**src/common/iobsel_map.svh**
```systemverilog
`ifndef IOBSEL_MAP_SVH
`define IOBSEL_MAP_SVH

// ----------------------------------------
// widths
// ----------------------------------------
`define IOBSEL_CODE_W 6
`define IOBSEL_RX_W 15
`define IOBSEL_DIN_W 12
`define IOBSEL_NPULSE 3
`define IOBSEL_CNT_W 8

// ----------------------------------------
// timing
// ----------------------------------------
`define IOBSEL_CLK_MHZ 100
`define IOBSEL_INIT_NS 600
`define IOBSEL_PULSE_NS 100
`define IOBSEL_SETTLE_NS 200
`define IOBSEL_GAP_NS 200
`define IOBSEL_MATCH_WAIT_CYC 16
// two synchroniser flops plus one edge of margin
`define IOBSEL_SYNC_CYC 3
`define IOBSEL_INIT_CYC ((`IOBSEL_INIT_NS * `IOBSEL_CLK_MHZ + 999) / 1000)
`define IOBSEL_PULSE_CYC ((`IOBSEL_PULSE_NS * `IOBSEL_CLK_MHZ + 999) / 1000)
`define IOBSEL_SETTLE_CYC ((`IOBSEL_SETTLE_NS * `IOBSEL_CLK_MHZ + 999) / 1000)
`define IOBSEL_GAP_CYC ((`IOBSEL_GAP_NS * `IOBSEL_CLK_MHZ + 999) / 1000)

`endif

```
**src/common/iobsel_pkg.sv**
```systemverilog
package iobsel_pkg;
	typedef enum logic [2:0] {
		ST_INIT,
		ST_IDLE,
		ST_ADDR,
		ST_SETTLE,
		ST_NEXT,
		ST_PULSE,
		ST_GAP,
		ST_DONE
	} iobsel_state_t;
endpackage : iobsel_pkg

```
**src/common/iobsel_pin_if.sv**
```systemverilog
`timescale 1ns/1ps
`include "iobsel_map.svh"
interface iobsel_pin_if;
	logic match;
	logic [`IOBSEL_RX_W-1:0] rx_data;
	logic [`IOBSEL_DIN_W-1:0] din;
	modport src (output match, output rx_data, output din);
	modport sink (input match, input rx_data, input din);
endinterface : iobsel_pin_if

```
**src/rtl/iobsel_sync.sv**
```systemverilog
`timescale 1ns/1ps
`include "iobsel_map.svh"
module iobsel_sync (
	input wire logic clock,
	input wire logic reset_n,
	input wire logic pin_match,
	input wire logic [`IOBSEL_RX_W-1:0] pin_rx_data,
	input wire logic [`IOBSEL_DIN_W-1:0] pin_din,
	iobsel_pin_if.src pins
);
	// ----------------------------------------
	// two-flop synchronisers
	// ----------------------------------------
	logic [`IOBSEL_RX_W+`IOBSEL_DIN_W:0] meta_r;
	logic [`IOBSEL_RX_W+`IOBSEL_DIN_W:0] sync_r;

	always_ff @(posedge clock) begin
		if (!reset_n) begin
			meta_r <= '0;
			sync_r <= '0;
		end else begin
			meta_r <= {pin_match, pin_rx_data, pin_din};
			sync_r <= meta_r;
		end
	end

	assign pins.match = sync_r[`IOBSEL_RX_W+`IOBSEL_DIN_W];
	assign pins.rx_data = sync_r[`IOBSEL_RX_W+`IOBSEL_DIN_W-1:`IOBSEL_DIN_W];
	assign pins.din = sync_r[`IOBSEL_DIN_W-1:0];
endmodule : iobsel_sync

```
**src/rtl/iobsel_host.sv**
```systemverilog
`timescale 1ns/1ps
`include "iobsel_map.svh"
module iobsel_host (
	input wire logic clock,
	input wire logic reset_n,
	input wire logic start_key,
	input wire logic req_valid,
	input wire logic [`IOBSEL_CODE_W-1:0] req_code,
	input wire logic [`IOBSEL_NPULSE-1:0] req_pulse_mask,
	input wire logic [`IOBSEL_DIN_W-1:0] req_wdata,
	output logic req_ready,
	output logic resp_valid,
	output logic resp_selected,
	output logic [`IOBSEL_RX_W-1:0] resp_rx_data,
	output logic [`IOBSEL_DIN_W-1:0] resp_din,
	output logic bus_init,
	output logic [`IOBSEL_CODE_W-1:0] code_true_n,
	output logic [`IOBSEL_CODE_W-1:0] code_comp_n,
	output logic [`IOBSEL_NPULSE-1:0] io_timing_pulse,
	output logic [`IOBSEL_DIN_W-1:0] memory_buffer_lines,
	output logic rx_enable,
	input wire logic dev_match,
	input wire logic [`IOBSEL_RX_W-1:0] rx_data,
	input wire logic [`IOBSEL_DIN_W-1:0] data_in_lines
);
	localparam logic [`IOBSEL_CNT_W-1:0] INIT_LAST = `IOBSEL_CNT_W'(`IOBSEL_INIT_CYC - 1);
	localparam logic [`IOBSEL_CNT_W-1:0] PULSE_LAST = `IOBSEL_CNT_W'(`IOBSEL_PULSE_CYC - 1);
	// pins reach logic late, so the settle window is stretched by the synchroniser
	localparam logic [`IOBSEL_CNT_W-1:0] SETTLE_LAST = `IOBSEL_CNT_W'(`IOBSEL_SETTLE_CYC + `IOBSEL_SYNC_CYC - 1);
	localparam logic [`IOBSEL_CNT_W-1:0] GAP_LAST = `IOBSEL_CNT_W'(`IOBSEL_GAP_CYC - 1);
	localparam logic [`IOBSEL_CNT_W-1:0] WAIT_LAST = `IOBSEL_CNT_W'(`IOBSEL_MATCH_WAIT_CYC - 1);
	localparam logic [`IOBSEL_CNT_W-1:0] MATCH_TRUST = `IOBSEL_CNT_W'(`IOBSEL_MATCH_WAIT_CYC - `IOBSEL_SYNC_CYC);
	localparam logic [1:0] IDX_END = 2'h3;

	iobsel_pin_if pins ();
	iobsel_pkg::iobsel_state_t state_r;
	logic [`IOBSEL_CNT_W-1:0] cnt_r;
	logic [1:0] idx_r;
	logic [`IOBSEL_NPULSE-1:0] mask_r;
	logic match_ok;

	// ----------------------------------------
	// pin synchronisers
	// ----------------------------------------
	iobsel_sync u_sync (
		.clock(clock),
		.reset_n(reset_n),
		.pin_match(dev_match),
		.pin_rx_data(rx_data),
		.pin_din(data_in_lines),
		.pins(pins)
	);

	// a match from the last transfer may still sit in the synchroniser
	assign match_ok = pins.match && (cnt_r <= MATCH_TRUST);

	// ----------------------------------------
	// transfer sequencer
	// ----------------------------------------
	always_ff @(posedge clock) begin
		if (!reset_n) begin
			state_r <= iobsel_pkg::ST_INIT;
			cnt_r <= INIT_LAST;
			idx_r <= 2'h0;
			mask_r <= '0;
			bus_init <= 1'b1; // power-up init
			req_ready <= 1'b0;
			code_true_n <= '1;
			code_comp_n <= '1;
			io_timing_pulse <= '0;
			memory_buffer_lines <= '0;
			rx_enable <= 1'b0;
		end else begin
			case (state_r)
				iobsel_pkg::ST_INIT: begin
					if (cnt_r == '0) begin
						bus_init <= 1'b0;
						req_ready <= 1'b1;
						state_r <= iobsel_pkg::ST_IDLE;
					end else begin
						cnt_r <= cnt_r - 1'b1;
					end
				end
				iobsel_pkg::ST_IDLE: begin
					if (start_key) begin
						bus_init <= 1'b1; // start control re-inits
						req_ready <= 1'b0;
						cnt_r <= INIT_LAST;
						state_r <= iobsel_pkg::ST_INIT;
					end else if (req_valid) begin
						code_true_n <= ~req_code; // asserted pair line is ground
						code_comp_n <= req_code;
						mask_r <= req_pulse_mask;
						memory_buffer_lines <= req_wdata;
						req_ready <= 1'b0;
						idx_r <= 2'h0;
						cnt_r <= WAIT_LAST;
						state_r <= iobsel_pkg::ST_ADDR;
					end
				end
				iobsel_pkg::ST_ADDR: begin
					if (match_ok) begin
						rx_enable <= 1'b1; // enable only once addressed
						cnt_r <= SETTLE_LAST;
						state_r <= iobsel_pkg::ST_SETTLE;
					end else if (cnt_r == '0) begin
						state_r <= iobsel_pkg::ST_DONE;
					end else begin
						cnt_r <= cnt_r - 1'b1;
					end
				end
				iobsel_pkg::ST_SETTLE: begin
					// receivers indeterminate until this runs out
					if (cnt_r == '0) begin
						state_r <= iobsel_pkg::ST_NEXT;
					end else begin
						cnt_r <= cnt_r - 1'b1;
					end
				end
				iobsel_pkg::ST_NEXT: begin
					if (idx_r == IDX_END) begin
						state_r <= iobsel_pkg::ST_DONE;
					end else if (mask_r[idx_r]) begin
						io_timing_pulse[idx_r] <= 1'b1; // one pulse at a time
						cnt_r <= PULSE_LAST;
						state_r <= iobsel_pkg::ST_PULSE;
					end else begin
						idx_r <= idx_r + 1'b1;
					end
				end
				iobsel_pkg::ST_PULSE: begin
					if (cnt_r == '0) begin
						io_timing_pulse <= '0;
						cnt_r <= GAP_LAST;
						state_r <= iobsel_pkg::ST_GAP;
					end else begin
						cnt_r <= cnt_r - 1'b1;
					end
				end
				iobsel_pkg::ST_GAP: begin
					// gap lets the peripheral drive its input data back
					if (cnt_r == '0) begin
						idx_r <= idx_r + 1'b1;
						state_r <= iobsel_pkg::ST_NEXT;
					end else begin
						cnt_r <= cnt_r - 1'b1;
					end
				end
				default: begin
					code_true_n <= '1;
					code_comp_n <= '1;
					io_timing_pulse <= '0;
					memory_buffer_lines <= '0;
					rx_enable <= 1'b0;
					req_ready <= 1'b1;
					idx_r <= 2'h0;
					state_r <= iobsel_pkg::ST_IDLE;
				end
			endcase
		end
	end

	// ----------------------------------------
	// response capture
	// ----------------------------------------
	always_ff @(posedge clock) begin
		if (!reset_n) begin
			resp_valid <= 1'b0;
			resp_selected <= 1'b0;
			resp_rx_data <= '0;
			resp_din <= '0;
		end else begin
			resp_valid <= (state_r == iobsel_pkg::ST_DONE);
			if (state_r == iobsel_pkg::ST_IDLE && req_valid && !start_key) begin
				resp_selected <= 1'b0;
			end else if (state_r == iobsel_pkg::ST_ADDR && match_ok) begin
				resp_selected <= 1'b1;
			end
			// sampled by time, not by the enable edge
			if (state_r == iobsel_pkg::ST_SETTLE && cnt_r == '0) begin
				resp_rx_data <= pins.rx_data;
			end
			if (state_r == iobsel_pkg::ST_DONE) begin
				resp_din <= resp_selected ? pins.din : '0; // accumulator input
			end
		end
	end
endmodule : iobsel_host

```
**config.mk**
```make
export PLATFORM = sky130hd
export DESIGN_NAME = iobsel_host
export DESIGN_NICKNAME = d
export VERILOG_FILES = /design/src/common/iobsel_pkg.sv /design/src/common/iobsel_pin_if.sv /design/src/rtl/iobsel_sync.sv /design/src/rtl/iobsel_host.sv
export VERILOG_INCLUDE_DIRS = /design/src /design/src/common
export SDC_FILE = /design/constraint.sdc
export NUM_CORES = 1
export LEC_CHECK = 0
export BUFFER_PORTS_ARGS = -buffer_cell sky130_fd_sc_hd__buf_2
export CORE_MARGIN = 2
export CORE_UTILIZATION = 50
export DETAILED_ROUTE_END_ITERATION = 7
export GPL_TIMING_DRIVEN = 0
export PLACE_DENSITY = 0.75
export SETUP_SLACK_MARGIN = 0.15
export SYNTH_ARGS = -nofsm -noshare
export SYNTH_HDL_FRONTEND = slang
export SYNTH_SLANG_ARGS = --single-unit
export TNS_END_PERCENT = 5
```
**constraint.sdc**
```tcl
create_clock -name clock -period 4.7 [get_ports clock]
set_input_delay 0.47 -clock clock [delete_from_list [all_inputs] [get_ports clock]]
set_output_delay 0.47 -clock clock [all_outputs]
set_load 0.03 [all_outputs]
```
---- Word-level counts from Yosys, hierarchy flattened ----
Index checks and enable logic that the tools add are counted.
W data, S select, Z words.
word-level totals
  bits in registers ....................... 131
cells by class
  multiplexer cells ....................... 51
  add/subtract/negate cells ............... 2
  $lt $le $gt $ge ......................... 3
  reduce and logical (&&, ||, !) cells .... 28
  bitwise logic cells ..................... 9
  equality and inequality tests ........... 22
operators by type and width
  cell                   number
  $mux W8                7
  $pmux W8 S5            1
  $mux W12               3
  $mux W3                12
  $mux W6                4
  $pmux W12 S2           1
  $pmux W6 S2            2
  $ne A2 B2 Y1 const B   10
  $pmux W3 S6            1
  $eq A3 B3 Y1 const B   4
  $reduce_and A3 Y1      4
  $reduce_and A6 Y1      2
  $reduce_or A6 Y1       2
  $mux W2                5
  $reduce_or A5 Y1       2
  $pmux W3 S3            1
  $le A8 B4 Y1 const B   1
  $logic_not A8 Y1       1
  $mux W1                8
  $pmux W2 S4            1
  $reduce_and A4 Y1      2
  $sub A8 B1 Y8 const B  1
  $not A1 Y1             7
  $eq A3 B2 Y1 const B   2
  23 further kinds       31

---- Longest topological paths before layout ----
  word-level depth ........................ 8
  depth in mapped cells ................... 10
  depth with buffers taken out ............ 10

---- By module ----
A second synthesis with hierarchy kept.
second synthesis, totals
  cells, all modules ...................... 547
  area total of the unflattened synthesis .. 5133.7 um^2
modules (own cells, without submodules)
  module       area an instance (um^2)  seq. area each (um^2)  cells an instance  instances
  iobsel_host  3601.0                   1501.4                 429                1
  iobsel_sync  1532.7                   1121.1                 118                1

---- Worst setup path before layout ----
No wires, ideal clock.
  kind .................................... flip-flop to flip-flop
  start point ............................. register state_r[0]
  end point ............................... register cnt_r[6]
  arrival time ............................ 2132 ps
  cell stages (with the launch flop) ...... 10
  clock period less this slack ............ 2192 ps
  buffers on the path ..................... 2
  required time ........................... 4640 ps
  path slack .............................. 2508 ps
  cells stage by stage .................... dfxtp_1 -> buf_2 -> clkbuf_8 -> inv_1 -> fa_1 -> nor3b_1 -> a21oi_1 -> a221oi_1 -> a22o_1 -> a22o_1
on the way
  cells in the longest elaborated chain, start to end .. 4
RTL lines
  item                                  RTL line            source
  start, declared                       iobsel_host.sv:36   iobsel_pkg::iobsel_state_t state_r;
  start signal, assigned                iobsel_host.sv:62   state_r <= iobsel_pkg::ST_INIT;
  start signal, assigned                iobsel_host.sv:79   state_r <= iobsel_pkg::ST_IDLE;
  start signal, assigned                iobsel_host.sv:89   state_r <= iobsel_pkg::ST_INIT;
  $eq A3 B2 Y1 (tied with other cells)  iobsel_host.sv:74   case (state_r)
  $reduce_or A3 Y1 (no source line)     -
  $reduce_bool A5 Y1 (no source line)   -
  $reduce_and A4 Y1 (no source line)    -
  end signal, assigned                  iobsel_host.sv:81   cnt_r <= cnt_r - 1'b1;
  end signal, assigned                  iobsel_host.sv:109  cnt_r <= cnt_r - 1'b1;
  end signal, assigned                  iobsel_host.sv:117  cnt_r <= cnt_r - 1'b1;
  end, declared                         iobsel_host.sv:37   logic [`IOBSEL_CNT_W-1:0] cnt_r;
Several ways; a longest one is shown, not always the timed one.
A chain may end at the register's enable or synchronous reset.

---- Worst setup path after layout ----
Same ends and word-level chain as after synthesis.

==> flow_summary.json <==
{
  "finalClockSkew_ps": 8.396,
  "via_per_inst": 5.216,
  "synth_area_leaders": "dfxtp_1 (53%), and2_1 (7.3%), nand2_1 (6.0%), a21oi_1 (3.6%), a22o_1 (3.0%)",
  "dieArea_um2": 10750,
  "grt_busiest_layer": "met2",
  "vias": 4147,
  "cap_violations": 0,
  "ys.flop_type": "dfxtp_1",
  "ys_types": 60,
  "place_congestion": 0.9011,
  "met3_usage_pct": 7.363,
  "synth_seq_area_share_pct": 52.77,
  "dr.pass1.iters": 6,
  "yosys_warnings": 0,
  "fillCellCount": 815,
  "num_io_pins": 112,
  "path_clk_slew_ps": 70,
  "avgRoutedWirePerCell_um": 15.21,
  "drt-initial-drc-count": 264,
  "grt_pass1_wl_um": 19690,
  "yosysTopAreaCell": "dfxtp_1",
  "cp_num_buf_inv": 3,
  "netlist.area_leader.share_pct": 52.77,
  "die_h_um": 103.7,
  "synthCells": 520,
  "whs_ps": 154.1,
  "numCtsBuffers": 17,
  "antenna_found_initial": 0,
  "syn_nets": 582,
  "wl_um": 12100,
  "drive_gt1_share_pct": 25.83,
  "critical-path-top-delay-family": "compound AO/OA/AOI/OAI gates",
  "critPathMostFrequentCell": "a22o_1",
  "cts_tree": "done",
  "worstPathCellList": "buf_2 > clkbuf_8 > inv_1 > fa_1 > nor3b_1 > a21oi_1 > a221oi_1 > a22o_1 > a22o_1",
  "startpoint": "state_r[0]",
  "netlist_area_um2": 4970,
  "cts.sinks": 131,
  "drc": 0,
  "clock.fmax_mhz": 373.4,
  "slew_viol_final": 0,
  "synth_edf_count": 0,
  "status": "finished clean",
  "initial_core_util_pct": 51.08,
  "antennaDiodeCount": 0,
  "grt.total_usage_pct": 22.90,
  "path_class": "reg -> reg",
  "hold_path.class": "in -> reg",
  "grt_pass1_vias": 4082,
  "ir_worst_vdd_v": 0.0002603,
  "met1_usage_pct": 28.22,
  "leakage_nw": 2.646,
  "dp_hpwl_um": 8505,
  "grt_use_met2_pct": 38.36,
  "syn_to_final_growth_pct": 26.44,
  "cp.arrival_ps": 3140,
  "clockBufferDepth": 2,
  "setup-tns-final_ps": 0,
  "grt.overflow.total": 0,
  "antenna_left": 0,
  "setup_viol": 0,
  "cts_root_buf": "clkbuf_8",
  "die_w_um": 103.7,
  "reg2reg_from": "state_r[0]",
  "nets": 711,
  "htreeDepth": 4,
  "worstPathMaxFanout": 10,
  "rsz0062_at_grt": "no",
  "tightest_slew_ps": 921.2,
  "yosysMostFrequentCell": "dfxtp_1",
  "post_cts_resized": 0,
  "rows": 36,
  "maxSlewHeadroom_pct": 38.45,
  "port_buffers": 110,
  "cts_setup_buffers": 0,
  "rrSetupSlack_ps": 2020,
  "power_density_nw_per_um2": 515.4,
  "core_area_um2": 9729,
  "yosys-top-cells-count": "dfxtp_1 (131), nand2_1 (79), and2_1 (58)",
  "slowest_stage": "fa_1",
  "fin_crit_sh_pct": 56.98,
  "min_from": "rx_data[4]",
  "cpPeakStageDelay_ps": 600,
  "ys_ff_latch": 131,
  "clk_latency_ps": 520,
  "cp-end-kind": "register",
  "critPathLaunchType": "register",
  "critPathRequiredTime_ps": 5170,
  "cts_hold_buf": 0,
  "grt_max_degree": 17,
  "period_minus_slack_ps": 2678,
  "finalHoldViolCount": 0,
  "synth-async-reset-ratio_pct": 0,
  "syn_avg_cell_area_um2": 9.557
}
final cells by class:
cell class | instances | area (um2) | area share (%)
sequential | 131 | 2623 | 41.74
clock inverter | 14 | 168.9 | 2.688
inverter | 13 | 48.80 | 0.7766
timing repair buffer | 110 | 550.5 | 8.761
tap | 133 | 166.4 | 2.648
clock buffer | 18 | 427.9 | 6.810
buffer | 32 | 211.5 | 3.365
multi-input combinational | 344 | 2087 | 33.21
path summary, 6_finish.rpt:
kind | cells past startpoint | to
setup reg to reg | 9 | cnt_r[6]
hold / removal | 2 | u_sync.meta_r[16]
setup / recovery | 9 | cnt_r[6]
hold reg to reg | 1 | u_sync.sync_r[17]
where the power goes:
part / total, mW / internal [mW] / switching, mW
combinational: 0.703 / 0.272 / 0.431
clock: 1.31 / 0.786 / 0.526
sequential: 1.22 / 1.17 / 0.0502
logic make-up (layout without fill, tap and decap cells):
| group | count (synthesis) | in the layout | share of synthesized area (%) |
|---|---|---|---|
| multiplexers | 4 | 4 | 0.8057 |
| buffers and inverters | 45 | 187 | 5.236 |
| AO/OA/AOI/OAI | 113 | 113 | 16.11 |
| flip-flops | 131 | 131 | 52.77 |
| AND/OR/NAND/NOR | 214 | 214 | 21.95 |
| XOR/XNOR | 4 | 4 | 0.7049 |
| adder cells (fa/ha/maj) | 9 | 9 | 2.417 |
state kept, by name (all words and copies together) (netlist names), 3 cells and up:
signal	flops
cnt_r	8
code_comp_n	6
code_true_n	6
io_timing_pulse	3
mask_r	3
memory_buffer_lines	12
resp_din	12
resp_rx_data	15
state_r	3
u_sync.meta_r	28
u_sync.sync_r	28
through the flow:
step / std cells / instance area, um2 / worst slack (ps) / util, % / total power, mW
3_5_place_dp: 763 / 5687 / 2098 / 58.45 / 1.932
6_report: 795 / 6284 / 2022 / 64.58 / 3.239
2_1_floorplan: 520 / 4970 / 2508 / - / 1.751
4_1_cts: 795 / 6284 / 2064 / 64.58 / 3.246
3_3_place_gp: 763 / 5687 / 2165 / 58.45 / 1.918
5_1_grt: 795 / 6284 / 1846 / 64.58 / 3.391
cell usage in the layout, fill, tap and decap left out, types with 2 or more instances in the layout:
| master | n |
|---|---|
| o22ai_1 | 8 |
| inv_6 | 4 |
| ha_1 | 8 |
| inv_8 | 2 |
| clkbuf_1 | 18 |
| a2bb2oi_1 | 2 |
| dfxtp_1 | 131 |
| buf_2 | 113 |
| nor2_1 | 21 |
| nand2_1 | 79 |
| inv_1 | 13 |
| a22o_1 | 17 |
| a211oi_1 | 4 |
| nor3b_1 | 2 |
| nand3_1 | 21 |
| nand3b_1 | 3 |
| buf_6 | 4 |
| and2_1 | 58 |
| a21o_1 | 2 |
| bufinv_16 | 2 |
| o211ai_1 | 3 |
| and3_1 | 4 |
| o2bb2ai_1 | 7 |
| nand4_1 | 3 |
| nor3_1 | 5 |
| nand2b_1 | 5 |
| a21oi_1 | 36 |
| xnor2_1 | 4 |
| buf_4 | 2 |
| clkbuf_8 | 7 |
| or2_2 | 2 |
| a311o_1 | 2 |
| clkbuf_16 | 16 |
| or3b_2 | 2 |
| o21ai_0 | 9 |
| a41oi_1 | 2 |
| clkinv_4 | 5 |
| mux2i_1 | 4 |
| a31oi_1 | 5 |
worst register-to-register path: cells and delay by family (launching register included):
kind	cells	cell delay, ps
buf+inv	3	540
flops	1	300
simple gates	1	240
compound gates	4	940
fa+ha+maj	1	600
metal layers:
metal	up-vias	share of wire, %	wire length (um)
li1	2052	-	-
met4	0	1.2	149
met1	1945	45	5384
met5	-	0	0
met3	13	5.9	713
met2	137	48	5847
(Power assumes the default switching activity.)
